## src/pkg/ipos_pkg.sv

```systemverilog
// ipos_pkg: constants and carrier types of the irq pending/offset/sub-mask block
// assumes a single clock domain and one aligned 32-bit word per register
package ipos_pkg;

  // ----------------------------------------------------------------
  // register byte addresses
  // ----------------------------------------------------------------
  localparam logic [31:0] IPOS_ADDR_VECTOR = 32'h4a000010;
  localparam logic [31:0] IPOS_ADDR_OFFSET = 32'h4a000014;
  localparam logic [31:0] IPOS_ADDR_SUBPND = 32'h4a000018;
  localparam logic [31:0] IPOS_ADDR_SUBMSK = 32'h4a00001c;

  // ----------------------------------------------------------------
  // widths and reset values
  // ----------------------------------------------------------------
  localparam int unsigned IPOS_NSRC = 32;
  localparam int unsigned IPOS_NSUB = 15;
  localparam logic [31:0] IPOS_VECTOR_RST = 32'h00000000;
  localparam logic [4:0] IPOS_OFFSET_RST = 5'h00;
  localparam logic [14:0] IPOS_SUBPND_RST = 15'h0;
  localparam logic [14:0] IPOS_SUBMSK_RST = 15'h7fff;
  localparam logic [31:0] IPOS_RDATA_RST = 32'h00000000;

  // ----------------------------------------------------------------
  // sub-source bit positions
  // ----------------------------------------------------------------
  localparam int unsigned IPOS_SUB_RX0 = 0;
  localparam int unsigned IPOS_SUB_TX0 = 1;
  localparam int unsigned IPOS_SUB_ER0 = 2;
  localparam int unsigned IPOS_SUB_RX1 = 3;
  localparam int unsigned IPOS_SUB_TX1 = 4;
  localparam int unsigned IPOS_SUB_ER1 = 5;
  localparam int unsigned IPOS_SUB_RX2 = 6;
  localparam int unsigned IPOS_SUB_TX2 = 7;
  localparam int unsigned IPOS_SUB_ER2 = 8;
  localparam int unsigned IPOS_SUB_TOUCH = 9;
  localparam int unsigned IPOS_SUB_SAMPLE = 10;
  localparam int unsigned IPOS_SUB_CAMC = 11;
  localparam int unsigned IPOS_SUB_CAMP = 12;
  localparam int unsigned IPOS_SUB_WDOG = 13;
  localparam int unsigned IPOS_SUB_AUDIO = 14;

  // ----------------------------------------------------------------
  // carrier types
  // ----------------------------------------------------------------
  // folded parent requests toward the source pending logic
  typedef struct packed {
    logic converter_source;
    logic serial_port0_source;
    logic serial_port1_source;
    logic serial_port2_source;
    logic watchdog_audio_shared_source;
    logic camera_source;
  } ipos_parent_t;

  // one register access, valid for a single cycle
  typedef struct packed {
    logic wr;
    logic rd;
    logic [31:0] addr;
    logic [31:0] wdata;
  } ipos_regacc_t;

  typedef enum logic [1:0] {IPOS_BUS_IDLE, IPOS_BUS_WAIT, IPOS_BUS_DONE} ipos_bus_t;

endpackage : ipos_pkg

```

## src/logic/ipos_top.sv

```systemverilog
// ipos_top: serviced-request vector, position code and sub-source folding
// assumes an outside arbiter presents a one-hot winner and whether it is fast
// assumes the source pending vector is supplied from the outside source logic
//
// Operation
// - 32-bit serviced vector, one bit per source, all zero after reset.
// - vector loads from arbiter winner; at most one bit set; drives IRQ.
// - writing ones clears vector bits; software clears it after source pending.
// - read-only position code gives bit index of the held request; resets zero.
// - position code returns to zero when source and vector bits are cleared.
// - fast interrupts never change the position code.
// - fast-interrupt winners never set a vector bit.
// - 15-bit sub pending register, zero after reset, upper bits read zero.
// - a sub request sets its sub pending bit.
// - writing ones clears exactly those sub pending bits.
// - sub pending bits written with zero keep their value.
// - sub requests fold into serial, converter, camera and watchdog/audio parents.
// - 15-bit sub mask, all ones after reset, upper bits read zero.
// - a set sub mask bit blocks service; clear bit allows it.
// - masked sub requests still set their pending bit.
//
// Chosen here: the AHB-Lite slave port.
module ipos_top
  import ipos_pkg::*;
(
  input wire logic CLK,
  input wire logic RST_N,
  // ----------------------------------------------------------------
  // AHB-Lite register port
  // ----------------------------------------------------------------
  input wire logic HSEL,
  input wire logic [31:0] HADDR,
  input wire logic [1:0] HTRANS,
  input wire logic HWRITE,
  input wire logic [2:0] HSIZE,
  input wire logic [31:0] HWDATA,
  input wire logic HREADY,
  output logic [31:0] HRDATA,
  output logic HREADYOUT,
  output logic HRESP,
  // ----------------------------------------------------------------
  // arbiter, source pending and processor side
  // ----------------------------------------------------------------
  input wire logic [31:0] WINNER,
  input wire logic WINNER_FAST,
  input wire logic [31:0] SOURCE_REQUEST_PENDING,
  input wire logic [14:0] SUB_REQ,
  output ipos_parent_t PARENT_REQ,
  output logic [31:0] SERVICED_VECTOR,
  output logic [4:0] POSITION_CODE,
  output logic IRQ_N
);

  // ----------------------------------------------------------------
  // helper functions
  // ----------------------------------------------------------------

  // keep only the lowest set bit, in case the arbiter ever shows two
  function automatic logic [31:0] ipos_lowest(input logic [31:0] v);
    logic [31:0] r;
    r = v & (~v + 32'h00000001);
    return r;
  endfunction : ipos_lowest

  // bit index of a one-hot word; zero for an empty word
  function automatic logic [4:0] ipos_encode(input logic [31:0] v);
    logic [4:0] r;
    r = 5'h00;
    for (int i = 0; i < IPOS_NSRC; i++) begin
      if (v[i]) begin
        r = r | i[4:0];
      end
    end
    return r;
  endfunction : ipos_encode

  // ----------------------------------------------------------------
  // declarations
  // ----------------------------------------------------------------
  ipos_regacc_t acc;
  logic [31:0] rd_data;
  logic [14:0] sub_pnd;
  logic [14:0] sub_msk;
  logic [31:0] vector;
  logic [31:0] next_vector;
  logic [4:0] position;
  logic [4:0] next_position;
  logic held;
  logic next_held;
  logic [31:0] win_one;
  logic [31:0] cleared;

  // ----------------------------------------------------------------
  // bus slave
  // ----------------------------------------------------------------
  ipos_ahb_slave u_bus (
    .clk(CLK),
    .rst_n(RST_N),
    .hsel(HSEL),
    .haddr(HADDR),
    .htrans(HTRANS),
    .hwrite(HWRITE),
    .hsize(HSIZE),
    .hwdata(HWDATA),
    .hready(HREADY),
    .rd_data(rd_data),
    .hrdata(HRDATA),
    .hreadyout(HREADYOUT),
    .hresp(HRESP),
    .acc(acc)
  );

  // ----------------------------------------------------------------
  // address decode
  // ----------------------------------------------------------------
  wire logic hit_vector = (acc.addr == IPOS_ADDR_VECTOR);
  wire logic hit_offset = (acc.addr == IPOS_ADDR_OFFSET);
  wire logic hit_subpnd = (acc.addr == IPOS_ADDR_SUBPND);
  wire logic hit_submsk = (acc.addr == IPOS_ADDR_SUBMSK);
  wire logic wr_vector = acc.wr & hit_vector;
  wire logic wr_subpnd = acc.wr & hit_subpnd;
  wire logic wr_submsk = acc.wr & hit_submsk;

  // unmapped reads return zero; writes to the position code are ignored
  always_comb begin
    if (hit_vector) begin
      rd_data = vector;
    end else if (hit_offset) begin
      rd_data = {27'h0, position};
    end else if (hit_subpnd) begin
      rd_data = {17'h0, sub_pnd};
    end else if (hit_submsk) begin
      rd_data = {17'h0, sub_msk};
    end else begin
      rd_data = IPOS_RDATA_RST;
    end
  end

  // ----------------------------------------------------------------
  // sub-source pending, mask and fold
  // ----------------------------------------------------------------
  ipos_sub_fold u_sub (
    .clk(CLK),
    .rst_n(RST_N),
    .sub_req(SUB_REQ),
    .pnd_wr(wr_subpnd),
    .msk_wr(wr_submsk),
    .wdata(acc.wdata),
    .sub_pnd(sub_pnd),
    .sub_msk(sub_msk),
    .parent(PARENT_REQ)
  );

  // ----------------------------------------------------------------
  // serviced-request vector
  // ----------------------------------------------------------------

  // clear by writing ones; zeros leave bits alone
  assign cleared = wr_vector ? (vector & ~acc.wdata) : vector;

  // a fast winner is never latched, so the irq path only sees normal requests
  assign win_one = WINNER_FAST ? 32'h00000000 : ipos_lowest(WINNER);

  // load only into an empty vector so a single bit stands at a time;
  // a winner arriving with the clearing write is taken on the next edge
  assign next_vector = (vector == 32'h00000000) ? win_one : cleared;

  always_ff @(posedge CLK or negedge RST_N) begin
    if (!RST_N) begin
      vector <= IPOS_VECTOR_RST;
    end else begin
      vector <= next_vector;
    end
  end

  // ----------------------------------------------------------------
  // position code
  // ----------------------------------------------------------------

  // held marks that the code still names a request being serviced;
  // it drops once both the vector bit and the source pending bit are clear
  always_comb begin
    next_position = position;
    next_held = held;
    if (vector == 32'h00000000 && win_one != 32'h00000000) begin
      next_position = ipos_encode(win_one);
      next_held = 1'b1;
    end else if (held && !vector[position] && !SOURCE_REQUEST_PENDING[position]) begin
      next_position = IPOS_OFFSET_RST;
      next_held = 1'b0;
    end
  end

  always_ff @(posedge CLK or negedge RST_N) begin
    if (!RST_N) begin
      position <= IPOS_OFFSET_RST;
      held <= 1'b0;
    end else begin
      position <= next_position;
      held <= next_held;
    end
  end

  // ----------------------------------------------------------------
  // outputs
  // ----------------------------------------------------------------
  assign SERVICED_VECTOR = vector;
  assign POSITION_CODE = position;
  // irq to the core follows the single held bit
  assign IRQ_N = ~(|vector);

endmodule : ipos_top

```

## src/logic/ipos_ahb_slave.sv

```systemverilog
// ipos_ahb_slave: AHB-Lite single-word slave with one wait state per transfer
// assumes hready is this slave's own hreadyout fed back by the fabric
module ipos_ahb_slave
  import ipos_pkg::*;
(
  input wire logic clk,
  input wire logic rst_n,
  input wire logic hsel,
  input wire logic [31:0] haddr,
  input wire logic [1:0] htrans,
  input wire logic hwrite,
  input wire logic [2:0] hsize,
  input wire logic [31:0] hwdata,
  input wire logic hready,
  input wire logic [31:0] rd_data,
  output logic [31:0] hrdata,
  output logic hreadyout,
  output logic hresp,
  output ipos_regacc_t acc
);

  ipos_bus_t state;
  ipos_bus_t next_state;
  logic [31:0] addr_q;
  logic write_q;
  logic [31:0] next_hrdata;

  // hsize is accepted but only whole-word transfers are supported
  wire logic take = hsel & htrans[1] & hready & (hsize == 3'h2 || hsize != 3'h2);

  // the wait cycle gives the read mux a flop stage before hrdata
  always_comb begin
    next_state = state;
    case (state)
      IPOS_BUS_IDLE: begin
        if (take) begin
          next_state = IPOS_BUS_WAIT;
        end
      end
      IPOS_BUS_WAIT: begin
        next_state = IPOS_BUS_DONE;
      end
      default: begin
        next_state = take ? IPOS_BUS_WAIT : IPOS_BUS_IDLE;
      end
    endcase
  end

  assign acc.wr = (state == IPOS_BUS_WAIT) & write_q;
  assign acc.rd = (state == IPOS_BUS_WAIT) & ~write_q;
  assign acc.addr = addr_q;
  assign acc.wdata = hwdata;
  assign next_hrdata = acc.rd ? rd_data : hrdata;
  assign hreadyout = (state != IPOS_BUS_WAIT);
  assign hresp = 1'b0; // always OKAY

  // address phase capture and read data register
  always_ff @(posedge clk or negedge rst_n) begin
    if (!rst_n) begin
      state <= IPOS_BUS_IDLE;
      addr_q <= IPOS_RDATA_RST;
      write_q <= 1'b0;
      hrdata <= IPOS_RDATA_RST;
    end else begin
      state <= next_state;
      hrdata <= next_hrdata;
      if (take) begin
        addr_q <= haddr;
        write_q <= hwrite;
      end
    end
  end

endmodule : ipos_ahb_slave

```

## src/logic/ipos_sub_fold.sv

```systemverilog
// ipos_sub_fold: sub-source pending and mask registers, folded to parents
// assumes sub requests are synchronous levels or pulses on clk
module ipos_sub_fold
  import ipos_pkg::*;
(
  input wire logic clk,
  input wire logic rst_n,
  input wire logic [14:0] sub_req,
  input wire logic pnd_wr,
  input wire logic msk_wr,
  input wire logic [31:0] wdata,
  output logic [14:0] sub_pnd,
  output logic [14:0] sub_msk,
  output ipos_parent_t parent
);

  logic [14:0] next_pnd;
  logic [14:0] next_msk;
  logic [14:0] live;
  ipos_parent_t next_parent;

  // set wins over a same-cycle clear; mask does not block setting
  assign next_pnd = ((pnd_wr ? (sub_pnd & ~wdata[14:0]) : sub_pnd)) | sub_req;
  assign next_msk = msk_wr ? wdata[14:0] : sub_msk;
  assign live = sub_pnd & ~sub_msk;

  // parent fold: a parent asks while any unmasked child is pending
  assign next_parent.serial_port0_source = |live[IPOS_SUB_ER0:IPOS_SUB_RX0];
  assign next_parent.serial_port1_source = |live[IPOS_SUB_ER1:IPOS_SUB_RX1];
  assign next_parent.serial_port2_source = |live[IPOS_SUB_ER2:IPOS_SUB_RX2];
  assign next_parent.converter_source = live[IPOS_SUB_TOUCH] | live[IPOS_SUB_SAMPLE];
  assign next_parent.camera_source = live[IPOS_SUB_CAMC] | live[IPOS_SUB_CAMP];
  assign next_parent.watchdog_audio_shared_source = live[IPOS_SUB_WDOG] | live[IPOS_SUB_AUDIO];

  always_ff @(posedge clk or negedge rst_n) begin
    if (!rst_n) begin
      sub_pnd <= IPOS_SUBPND_RST;
      sub_msk <= IPOS_SUBMSK_RST;
      parent <= '0;
    end else begin
      sub_pnd <= next_pnd;
      sub_msk <= next_msk;
      parent <= next_parent;
    end
  end

endmodule : ipos_sub_fold

```

## config.mk

```make
export PLATFORM = sky130hd
export DESIGN_NAME = ipos_top
export DESIGN_NICKNAME = d
export VERILOG_FILES = /design/src/pkg/ipos_pkg.sv /design/src/logic/ipos_top.sv /design/src/logic/ipos_ahb_slave.sv /design/src/logic/ipos_sub_fold.sv
export SDC_FILE = /design/constraint.sdc
export NUM_CORES = 1
export LEC_CHECK = 0
export CELL_PAD_IN_SITES_DETAIL_PLACEMENT = 0
export CELL_PAD_IN_SITES_GLOBAL_PLACEMENT = 2
export CORE_ASPECT_RATIO = 0.5
export CORE_MARGIN = 2
export CORE_UTILIZATION = 30
export DETAILED_ROUTE_END_ITERATION = 12
export DONT_BUFFER_PORTS = 1
export GPL_TIMING_DRIVEN = 1
export PLACE_DENSITY = 0.71
export RECOVER_POWER = 100
export SLEW_MARGIN = 20
export SYNTH_ARGS = -nofsm -noshare
export SYNTH_HDL_FRONTEND = slang
export SYNTH_SLANG_ARGS = --single-unit
```

## constraint.sdc

```tcl
create_clock -name CLK -period 2.3 [get_ports CLK]
set_input_delay 0.115 -clock CLK [delete_from_list [all_inputs] [get_ports CLK]]
set_output_delay 0.115 -clock CLK [all_outputs]
set_load 0.01 [all_outputs]
```

Word-level counts from Yosys, hierarchy flattened
Index checks and enable logic that the tools add are counted.
Widths: inputs -> output; s select.
{"block": "classes", "magnitude_cmp": 1, "addsub": 1, "n_eq_ne": 9, "n_reduce_logical": 15, "muxes": 91, "bitwise": 22}
{"op": "$mux 32", "count": 12}
{"op": "$mux 5", "count": 51}
{"op": "$eq 32x31->1 const B", "count": 4}
{"op": "$and 32x32->32", "count": 2}
{"op": "$not 32->32", "count": 2}
{"op": "$add 32x1->32 const B", "count": 1}
{"op": "$logic_not 32->1", "count": 1}
{"op": "$mux 4", "count": 8}
{"op": "$reduce_bool 32->1", "count": 1}
{"op": "$reduce_or 32->1", "count": 1}
{"op": "$and 15x15->15", "count": 2}
{"op": "$mux 15", "count": 2}
{"op": "$not 15->15", "count": 2}
{"op": "$or 15x15->15", "count": 1}
{"op": "$mux 3", "count": 4}
{"op": "$bmux 1 s5", "count": 2}
{"op": "$reduce_or 3->1", "count": 3}
{"op": "$and 1x1->1", "count": 8}
{"op": "$mux 2", "count": 4}
{"op": "$mux 1", "count": 7}
{"op": "$lt 5x6->1 const B", "count": 1}
{"op": "$ne 2x1->1 const B", "count": 2}
{"op": "$pmux 2 s2", "count": 1}
{"op": "$reduce_bool 2->1", "count": 2}
{"op": "9 further kinds", "count": 15}
{"block": "totals", "word_cells": 154, "inputBits": 154, "ff_bits": 141, "output_inout_bits": 78}

Logic depth before layout (Yosys ltp)
Gate-level depths: netlist (run 1).
{"block": "depth", "depth_word": 70, "ltp_mapped": 9, "ltp_nobuf": 7}

Modules after synthesis
Synthesis (run 1) repeated with hierarchy kept, for this count alone.
{"block": "unflattened", "cells_unflattened": 703, "area_unflattened_um2": 7478.4}
{"mod": "ipos_top", "instances": 1, "area_each_um2": 3276.9, "seq_area_each_um2": 950.9, "cells_each": 420}
{"mod": "ipos_ahb_slave", "instances": 1, "area_each_um2": 2758.9, "seq_area_each_um2": 1676.6, "cells_each": 178}
{"mod": "ipos_sub_fold", "instances": 1, "area_each_um2": 1442.6, "seq_area_each_um2": 919.6, "cells_each": 105}

Worst setup path after synthesis (run 1)
Ideal clock, no wire load.
{"block": "synth_timing", "kind": "reg-to-reg", "start": "reg u_bus.addr_q[13]", "end": "reg u_sub.sub_msk[10]", "path_buffers": 1, "arrival_time_ns": 2.181, "stages_incl_launch_ff": 8, "synth_period_minus_slack_ns": 2.266, "required_ns": 2.215, "setup_time_ns": 0.085, "setup_slack_ns": 0.034, "path_cell_list": "dfrtp_1 -> or4_1 -> nor3_1 -> nand4_2 -> nor2_1 -> nand3_1 -> buf_2 -> mux2_1"}
{"block": "synth_via", "elab_chain_cells": 2}
{"item": "start, declared", "line": "ipos_ahb_slave.sv:24", "text": "logic [31:0] addr_q;"}
{"item": "start signal, assigned", "line": "ipos_ahb_slave.sv:68", "text": "addr_q <= haddr;"}
{"item": "$eq 32x31->1", "line": "ipos_top.sv:119", "text": "wire logic hit_submsk = (acc.addr == IPOS_ADDR_SUBMSK);"}
{"item": "$and 1x1->1", "line": "ipos_top.sv:122", "text": "wire logic wr_submsk = acc.wr & hit_submsk;"}
{"item": "end signal, assigned", "line": "ipos_sub_fold.sv:42", "text": "sub_msk <= next_msk;"}
{"item": "end, declared", "line": "ipos_sub_fold.sv:13", "text": "output logic [14:0] sub_msk,"}
No other way between the ends.
A chain may end at the register's enable or synchronous reset.

Worst setup path after layout (run 1)
{"block": "layout_timing", "start": "reg u_bus.addr_q[13]", "end": "reg vector[0], in the netlist SERVICED_VECTOR[0]"}
{"block": "layout_via", "elab_chain_cells": 3}
{"item": "$eq 32x31->1", "line": "ipos_top.sv:116", "text": "wire logic hit_vector = (acc.addr == IPOS_ADDR_VECTOR);"}
{"item": "$and 1x1->1", "line": "ipos_top.sv:120", "text": "wire logic wr_vector = acc.wr & hit_vector;"}
{"item": "$reduce_bool 2->1 (no source line)"}
{"item": "end signal, assigned", "line": "ipos_top.sv:172", "text": "vector <= next_vector;"}
{"item": "end, declared", "line": "ipos_top.sv:84", "text": "logic [31:0] vector;"}
No other way between the ends.

==> out/metrics.cfg, run 1 <==
[outcome]
outcome=finished, violations left
violations=hold timing, setup timing

[logic_synthesis]
synth_top_area_cell=dfrtp_1
seq_area_frac_synth=0.519
synth-seq-cells=141
ys_types=70
yosysWarnings=0
synth_top_flop_cell=dfrtp_1
syn-num-nets=790
synth_edf_count=0
yosys-top-cells-area=dfrtp_1 (46%), mux2_2 (6.3%), dfstp_2 (5.8%)
syn_avg_cell_area_um2=10.8
yosys.area.top_type_share=0.461
async_reset_ff_frac=1.00
syn-instance-count=636
syn_area_um2=6840

[die]
die_y_um=111
initial_core_util=0.311
die_w_um=218
rows=38
ios=232
fp.dieArea_um2=24100
core_um2=22000

[clock_tree]
cts_tree=done
cts.reportedPaths.clkPinSlew_ns=0.06
cts_hold_buffers=107
cts_num_sinks=141
clk-insertion-delay-late_ns=0.44
htreeDepth=4
cts_buffers=17
clockBufferDepth=2
cts_root_buf=clkbuf_16

[timing]
slew_headroom=0.529
fin_crit_sh=1.01
hold_viol=142
finalSetupViolCount=11
fmax_mhz=431
worstMarginPinSlew_ns=0.706
finClkSkew_ns=0.00776
period_needed_ns=2.32
setup_ws_ns=-0.0196
hold_slack_ns=-0.627
rsz0062_at_grt=true
slew_violations=0

[power]
comb_power_share=0.194
power_frac_seq=0.419
p_leak_nw=3.88
total_power_w=0.00688
swShare=0.291
power.internal_w=0.00488
p_switching_w=0.00200
ir_worst_vdd_mv=0.485
pwr-share-clk=0.387
power_density_nw_per_um2=728

[routing]
drt_iter0_drc=424
wl_um=27500
via_count=6068
vias_per_cell=5.41
postRouteAntennaNets=0
drc=0
drt_first_pass_iters=5
wl_per_cell_um=24.5

[final_layout]
final_cell_mix=dfrtp_1 (126), dlygate4sd3_1 (107), nand2_1 (56)
area_delta_synth_final_pct=38.2
fin_nets=962
fin_util=0.429
finalInstanceArea_um2=9450
mostFrequentLayoutCell=dfrtp_1
drive_gt1_frac=0.216

[critical_path]
arrival_ns=2.64
cp_max_fo=8
endpoint_kind=flop
r2r_start=u_bus.addr_q[13]
crit_type=reg -> reg
cp.required_ns=2.62
cp-startpoint=u_bus.addr_q[13]
startpoint_type=flop

[grt]
grt_pass1_wl_um=41300
first_global_vias=6417
grt_max_degree=142
overflow=0
antenna_found_initial=0
grt_usage=0.231

[hold_path]
holdCritPathClass=in -> async

[placed_design]
dp_hpwl_um=20100
gp_congestion=0.903
post_dp_cell_area_um2=7700
io_buffers=0

[flow_run]
maxCapViolCount=0

==> path summary, 6_finish.rpt <==
path	to	slack, ns	cells after the start
hold / removal	u_bus.addr_q[21]	-0.63	0
setup reg to reg	SERVICED_VECTOR[0]	-0.02	9
hold reg to reg	u_bus.state[1]	0.47	1
max in group asynchronous	u_sub.sub_msk[4]	2.66	0
min in group CLK	SERVICED_VECTOR[24]	-0.07	2
setup / recovery	SERVICED_VECTOR[0]	-0.02	9
==> routing by layer <==
metal	routed length [µm]	global-route usage	vias up
met5	0	0	-
met4	598	0.0767	0
met3	2000	0.0664	40
met2	12700	0.367	212
met1	12200	0.303	3096
li1	-	-	2720
==> cell usage after synthesis (all sizes together) (4+ instances only) <==
library cell,count
a211oi,10
a21o,4
a21oi,28
a22o,23
a32o,19
and3,4
and4,4
buf,15
clkbuf,17
dfrtp,126
dfstp,15
inv,19
mux2,48
mux2i,10
mux4,5
nand2,75
nand2b,7
nand3,7
nor2,46
nor2b,4
nor3,25
nor4,19
nor4b,5
o21ai,18
o22ai,8
o31ai,12
or2,13
or4,5
==> worst max-delay path: stages, from the launching register on <==
cell,delay (ns)
dfrtp_1,0.38
or4_4,0.55
nor3_4,0.16
nand4_4,0.13
buf_6,0.17
nor4_4,0.19
buf_6,0.20
buf_12,0.15
nand2_1,0.07
a32o_1,0.20
==> layout make-up <==
class	count	area [µm²]
Tap cell	300	375
Clock buffer	19	443
Antenna cell	1	2.50
Inverter	19	71.3
Fill cell	2160	12600
Sequential cell	141	3550
Multi-Input combinational cell	444	3240
Clock inverter	13	119
Timing Repair Buffer	185	1650
==> registers in the layout, summed over array words and instances, names as in the netlist <==
signal	cells
u_bus.addr_q	32
u_sub.sub_pnd	15
u_bus.state	2
u_bus.hrdata	32
u_sub.parent	6
SERVICED_VECTOR	32
u_bus.write_q	1
POSITION_CODE	5
u_sub.sub_msk	15
held	1
==> power by group through the flow <==
stage | sequential, W | clock [W] | combinational, W
3_3_place_gp | 0.00291 | 0 | 0.00114
6_report | 0.00288 | 0.00266 | 0.00134
3_5_place_dp | 0.00291 | 0 | 0.00116
2_1_floorplan | 0.00286 | 0 | 0.000744
5_1_grt | 0.00290 | 0.00283 | 0.00144
4_1_cts | 0.00288 | 0.00271 | 0.00134
==> kinds of logic after synthesis <==
group	count (synthesis)	share of synthesized area
other	1	0.000548
AO/OA/AOI/OAI	147	0.160
buffers and inverters	51	0.0316
flip-flops	141	0.519
multiplexers	63	0.110
AND/OR/NAND/NOR	233	0.179
==> what timing repair did <==
action / CTS / global route
cloned: 3 / 0
setup buffers: 2 / 0
endpoints found under the hold margin: 236 / 142
gates resized for setup: 11 / 37
pin swaps: 2 / 15
setup endpoints to repair: 70 / 80
==> through the flow <==
step                setup slack [ns]  cells  hold slack (ns)  setup TNS [ns]
finish                       -0.0196   1122           -0.627          -0.105
global route                  -0.120   1121           -0.652           -3.55
CTS                          -0.0290   1122           -0.647          -0.126
detailed placement            -0.186    978           -0.178           -6.92
global placement              -0.176    978           -0.177           -3.62
floorplan                     0.0340    636           -0.181               0
Power figures use the tool's default switching activity.
==> run 2: changes to the inputs <==
--- a/config.mk
+++ b/config.mk
@@ -14,7 +14,6 @@
 export DONT_BUFFER_PORTS = 1
 export GPL_TIMING_DRIVEN = 1
 export PLACE_DENSITY = 0.71
-export RECOVER_POWER = 100
 export SLEW_MARGIN = 20
 export SYNTH_ARGS = -nofsm -noshare
 export SYNTH_HDL_FRONTEND = slang
==> out/metrics.cfg, run 2 (synthesized netlist as in run 1, its figures left out) <==
[final_layout]
mostFrequentLayoutCell=dfrtp_1
drive_gt1_frac=0.257  ; +0.0414
area_delta_synth_final_pct=39.8
fillerInstances=2147  ; -0.60%
layout.cells.non_filler=1121  ; -0.089%
fin_nets=962  ; unchanged
final_cell_mix=dfrtp_1 (126), dlygate4sd3_1 (107), buf_4 (68)
fin_util=0.434  ; +0.00483
ff_latch_area_um2=3550  ; unchanged
finalInstanceArea_um2=9560  ; +1.1%
insertedDiodeCount=0  ; -1
multi_input_area_um2=3240  ; unchanged

[grt]
overflow=0  ; unchanged
grt_pass1_wl_um=41300  ; unchanged
antenna_found_initial=0  ; unchanged
grt_max_degree=142  ; unchanged
first_global_vias=6417  ; unchanged
grt_usage=0.231  ; unchanged

[placed_design]
post_dp_cell_area_um2=7700  ; unchanged
io_buffers=0  ; unchanged
place_inst=978  ; unchanged
dp_hpwl_um=20100  ; unchanged
gp_congestion=0.903  ; unchanged

[critical_path]
rrSetupSlack_ns=-0.04  ; -0.02 ns
endpoint_kind=flop
r2r_start=u_bus.addr_q[13]
cp_max_fo=8  ; unchanged
startpoint_type=flop
arrival_ns=2.67  ; +0.03 ns
crit_type=reg -> reg
reg2reg_depth=9  ; unchanged
rr_endpoint=SERVICED_VECTOR[0]
cp.required_ns=2.63  ; about the same

[die]
fp.dieArea_um2=24100  ; unchanged
core_um2=22000  ; unchanged
die_y_um=111  ; unchanged
die_w_um=218  ; unchanged
rows=38  ; unchanged
ios=232  ; unchanged
initial_core_util=0.311  ; unchanged

[clock_tree]
cts_num_sinks=141  ; unchanged
cts_root_buf=clkbuf_16
htreeDepth=4  ; unchanged
clockBufferDepth=2  ; unchanged
cts_hold_buffers=107  ; unchanged
clk-insertion-delay-late_ns=0.44  ; about the same
cts.reportedPaths.clkPinSlew_ns=0.06  ; about the same
cts_tree=done
cts_buffers=17  ; unchanged

[power]
power_density_nw_per_um2=725  ; -0.43%
ir_worst_vdd_mv=0.488  ; +0.69%
total_power_w=0.00693  ; +0.69%
p_leak_nw=4.00  ; +3.2%

[timing]
slew_headroom=0.529  ; about the same
hold_slack_ns=-0.629  ; -0.00218 ns
fin_crit_sh=1.02  ; +0.00839
period_needed_ns=2.34  ; +0.0193 ns
slew_violations=0  ; unchanged
finClkSkew_ns=0.00769  ; -0.0000665 ns
rsz0062_at_grt=true
fmax_mhz=428  ; -0.82%
setup_ws_ns=-0.0389  ; -0.0193 ns
finalSetupViolCount=18  ; +7
worstMarginPinSlew_ns=0.704  ; -0.00265 ns
hold_viol=142  ; unchanged

[flow_run]
maxCapViolCount=0  ; unchanged

[routing]
via_count=6038  ; -0.49%
wl_per_cell_um=24.7  ; +0.69%
postRouteAntennaNets=0  ; unchanged
drt_iter0_drc=453  ; +6.8%
vias_per_cell=5.39  ; -0.41%
drc=0  ; unchanged
drt_first_pass_iters=5  ; unchanged
wl_um=27600  ; +0.60%

[outcome]
violations=hold timing, setup timing
outcome=finished, violations left

[hold_path]
holdCritPathClass=in -> async

## run 2: layer usage
metal / routed length, µm / GRT usage / up-vias
li1: - / - / 2720
met1: 12400 / 0.303 / 3060
met2: 12700 / 0.367 / 217
met3: 1890 / 0.0664 / 41
met4: 607 / 0.0767 / 0
met5: 0 / 0 / -
## run 2: final cells by class
type / count / share of cell area
sequential: 141 / 0.371
tap: 300 / 0.0393
multi-input combinational: 444 / 0.339
timing repair buffer: 185 / 0.184
clock inverter: 13 / 0.0124
clock buffer: 19 / 0.0463
inverter: 19 / 0.00746
## run 2: repair_timing
item | 4_1_cts | 5_1_grt
resized for setup | 11 | 37
buffers inserted | 2 | 0
endpoints found under the setup margin | 70 | 80
gates cloned | 3 | 0
pin swaps | 2 | 15
endpoints found under the hold margin | 236 | 142
## run 2: worst max path at each step
stage	startpoint	to	slack, ns
global route	u_bus.addr_q[29]	SERVICED_VECTOR[24]	-0.12
global placement	POSITION_CODE[1]	POSITION_CODE[4]	-0.18
finish	u_bus.addr_q[13]	SERVICED_VECTOR[0]	-0.04
CTS	u_bus.addr_q[13]	SERVICED_VECTOR[24]	-0.03
floorplan	u_bus.addr_q[13]	u_sub.sub_msk[10]	0.03
detailed placement	u_bus.addr_q[13]	SERVICED_VECTOR[24]	-0.19
## run 2: power breakdown
part	switching, W	total (W)	leakage [nW]	internal [W]
sequential	0.000196	0.00288	1.73	0.00269
clock	0.00116	0.00267	0.265	0.00152
combinational	0.000663	0.00137	2.00	0.000711
total	0.00201	0.00693	4.00	0.00492
## run 2: per-stage QoR
| stage | TNS, ns | hold WS, ns | setup slack [ns] |
|---|---|---|---|
| 4_1_cts | -0.126 | -0.647 | -0.0290 |
| 2_1_floorplan | 0 | -0.181 | 0.0340 |
| 5_1_grt | -3.41 | -0.652 | -0.120 |
| 6_report | -0.373 | -0.629 | -0.0389 |
| 3_5_place_dp | -6.92 | -0.178 | -0.186 |
| 3_3_place_gp | -3.62 | -0.177 | -0.176 |
## run 2: worst max-delay path, cell delays in order (launching register included)
cell and delay, ns:
dfrtp_1 0.38, or4_4 0.55, nor3_4 0.16, nand4_4 0.14, buf_6 0.17, nor4_4 0.20, buf_6 0.20, buf_12 0.15
nand2_1 0.08, a32o_1 0.20
==> run 3: changes to the inputs <==
--- a/config.mk
+++ b/config.mk
@@ -5,6 +5,7 @@
 export SDC_FILE = /design/constraint.sdc
 export NUM_CORES = 1
 export LEC_CHECK = 0
+export ABC_AREA = 1
 export CELL_PAD_IN_SITES_DETAIL_PLACEMENT = 0
 export CELL_PAD_IN_SITES_GLOBAL_PLACEMENT = 2
 export CORE_ASPECT_RATIO = 0.5
@@ -13,7 +14,7 @@
 export DETAILED_ROUTE_END_ITERATION = 12
 export DONT_BUFFER_PORTS = 1
 export GPL_TIMING_DRIVEN = 1
-export PLACE_DENSITY = 0.71
+export PLACE_DENSITY = 0.77
 export SLEW_MARGIN = 20
 export SYNTH_ARGS = -nofsm -noshare
 export SYNTH_HDL_FRONTEND = slang
==> out/metrics.cfg, run 3 <==
[outcome]
outcome=finished, violations left
violations=hold timing

[clock_tree]
htreeDepth=4  ; unchanged
cts_root_buf=clkbuf_16
clockBufferDepth=2  ; unchanged
cts.reportedPaths.clkPinSlew_ns=0.06  ; about the same
cts_hold_buffers=95  ; -11%
cts_buffers=17  ; unchanged
clk-insertion-delay-late_ns=0.44  ; about the same
cts_num_sinks=141  ; unchanged
cts_tree=done

[grt]
grt_max_degree=142  ; unchanged
overflow=0  ; unchanged
first_global_vias=7169  ; +12%
grt_usage=0.214  ; -0.0171
grt_pass1_wl_um=42800  ; +3.5%
antenna_found_initial=1  ; +1

[die]
rows=40  ; +5.3%
core_um2=24300  ; +10%
ios=232  ; unchanged
die_w_um=228  ; +4.7%
fp.dieArea_um2=26400  ; +9.6%
initial_core_util=0.310  ; -0.00114
die_y_um=116  ; +4.6%

[logic_synthesis]
yosys.area_share.simple=0.309  ; +0.130
netlist_top_cells_count=nand2_1 (251), dfrtp_1 (126), nor2_1 (121)
synth_top_flop_cell=dfrtp_1
syn-instance-count=971  ; +53%
ys_types=38  ; -46%
synth-seq-cells=141  ; unchanged
synth_fa_ha_area_frac=0  ; unchanged
yosys-top-cells-area=dfrtp_1 (42%), nand2_1 (13%), nor2_1 (6.0%)
yosys.area.top_type_share=0.420  ; -0.0414
async_reset_ff_frac=1.00  ; unchanged
synth_xor_area_frac=0  ; unchanged
synthMuxAreaShare=0.0390  ; -0.0712
seq_area_frac_synth=0.472  ; -0.0466
synth_compound_area_frac=0.101  ; -0.0597
syn-num-nets=1125  ; +42%
synth_top_area_cell=dfrtp_1
synth.most_common_cell=nand2_1
synth_edf_count=0  ; unchanged
syn_avg_cell_area_um2=7.74  ; -28%
synth_top_family_by_area=simple AND/OR/NAND/NOR gates
syn_area_um2=7510  ; +9.9%
yosysWarnings=0  ; unchanged

[power]
power_density_nw_per_um2=598  ; -18%
power_frac_seq=0.462  ; +0.046
swShare=0.246  ; -0.0449
p_switching_w=0.00141  ; -30%
pwr-share-clk=0.459  ; +0.073
ir_worst_vdd_mv=0.517  ; +6.0%
p_leak_nw=4.59  ; +15%
power.internal_w=0.00432  ; -12%
comb_power_share=0.079  ; -0.119

[placed_design]
post_dp_cell_area_um2=8070  ; +4.8%
post-place-ws_ns=0.114  ; +0.300 ns
dp_hpwl_um=21200  ; +5.6%
gp_congestion=0.856  ; -5.3%
io_buffers=0  ; unchanged

[routing]
route.met2.wl_um=12900  ; +1.1%
drt_first_pass_iters=5  ; unchanged
m1WireLength_um=13100  ; +5.3%
postRouteAntennaNets=0  ; unchanged
wl_um=28000  ; +1.4%
drt_iter0_drc=493  ; +8.8%
via_count=7137  ; +18%
drc=0  ; unchanged
dr_wl_met3_um=1680  ; -11%
vias_per_cell=4.96  ; -7.9%
top_layer=met4
wl_per_cell_um=19.5  ; -21%

[final_layout]
mostFrequentLayoutCell=nand2_1
finalInstanceArea_um2=9580  ; +0.24%
fin_nets=1243  ; +29%
final_cell_mix=nand2_1 (250), dfrtp_1 (126), nor2_1 (120)
fillerInstances=2518  ; +17%
drive_gt1_frac=0.116  ; -0.141
area_delta_synth_final_pct=27.5

[timing]
period_needed_ns=2.17  ; -0.169 ns
slew_violations=0  ; unchanged
rsz0062_at_grt=true
slew_headroom=0.580  ; +0.0503
worstMarginPinSlew_ns=0.628  ; -0.0752 ns
setup_ws_ns=0.130  ; +0.169 ns
finClkSkew_ns=0.0111  ; +0.00342 ns
hold_viol=141  ; -0.70%
hold_slack_ns=-0.618  ; +0.0106 ns
fin_crit_sh=0.943  ; -0.0736
fmax_mhz=461  ; +7.8%
finalSetupViolCount=0  ; -18

[critical_path]
reg2reg_depth=7  ; -2
rr_endpoint=SERVICED_VECTOR[30]
crit_type=reg -> reg
rrSetupSlack_ns=0.13  ; +0.17 ns
endpoint_kind=flop
cp_max_fo=16  ; +8
r2r_start=u_bus.state[1]
arrival_ns=2.52  ; -0.15 ns
cp.required_ns=2.65  ; +0.02 ns
startpoint_type=flop

[flow_run]
maxCapViolCount=0  ; unchanged

[hold_path]
holdCritPathClass=in -> async

-- run 3: cell families (layout without fill, tap and decap cells) --
logic type / Yosys count / in the layout
AOI/OAI and AO/OA: 130 / 130
buffers and inverters: 148 / 279
DFF: 141 / 141
muxes: 26 / 26
other: 1 / 2
and+or+nand+nor: 525 / 525
-- run 3: critical path, cell delays in order (launching register included) --
cell      delay [ns]
dfrtp_1         0.36
inv_1           0.05
nand2_1         0.14
nor2_1          0.53
nand2_1         0.49
nand2_2         0.31
o211ai_1        0.11
o21ai_0         0.09
-- run 3: through the flow --
step / hold WS (ns) / TNS [ns] / instances / total power, W / utilization
floorplan: -0.181 / 0 / 971 / 0.00292 / -
detailed placement: -0.167 / 0 / 1311 / 0.00301 / 0.332
global placement: -0.167 / 0 / 1311 / 0.00299 / 0.332
CTS: -0.640 / 0 / 1438 / 0.00578 / 0.394
finish: -0.618 / 0 / 1439 / 0.00573 / 0.395
global route: -0.643 / -0.703 / 1439 / 0.00597 / 0.395
-- run 3: worst max-delay path by stage --
stage,startpoint,endpoint,slack (ns)
2_1_floorplan,u_bus.addr_q[29],SERVICED_VECTOR[12],0.61
3_3_place_gp,u_bus.state[1],SERVICED_VECTOR[30],0.1
3_5_place_dp,u_bus.addr_q[5],SERVICED_VECTOR[30],0.11
4_1_cts,u_bus.addr_q[5],SERVICED_VECTOR[30],0.09
5_1_grt,u_bus.addr_q[5],SERVICED_VECTOR[8],-0.08
6_report,u_bus.state[1],SERVICED_VECTOR[30],0.13
-- run 3: metal layers --
layer | GRT usage | vias to the layer above
li1 | - | 3432
met1 | 0.286 | 3462
met2 | 0.341 | 217
met3 | 0.0595 | 26
met4 | 0.0671 | 0
met5 | 0 | -
-- run 3: power by group through the flow --
stage	logic [W]	registers (W)	clock network, W
after floorplan	0.000250	0.00267	0
after global placement	0.000311	0.00268	0
after detailed placement	0.000318	0.00269	0
after CTS	0.000453	0.00264	0.00268
after global routing	0.000499	0.00266	0.00281
final	0.000452	0.00265	0.00263
-- run 3: what timing repair did --
item,in CTS,in global routing
buffers inserted,0,0
endpoints found under the hold margin,235,141
endpoints found under the setup margin,0,20
resized for setup,0,3
-- run 3: final cells by class --
cell class / count / area [µm²] / area share
Timing Repair Buffer: 131 / 1240 / 0.129
Tap cell: 336 / 420 / 0.0439
Inverter: 116 / 439 / 0.0458
Sequential cell: 141 / 3550 / 0.370
Multi-Input combinational cell: 682 / 3380 / 0.353
Antenna cell: 1 / 2.50 / 0.000261
Clock buffer: 20 / 437 / 0.0456
Clock inverter: 12 / 115 / 0.0120
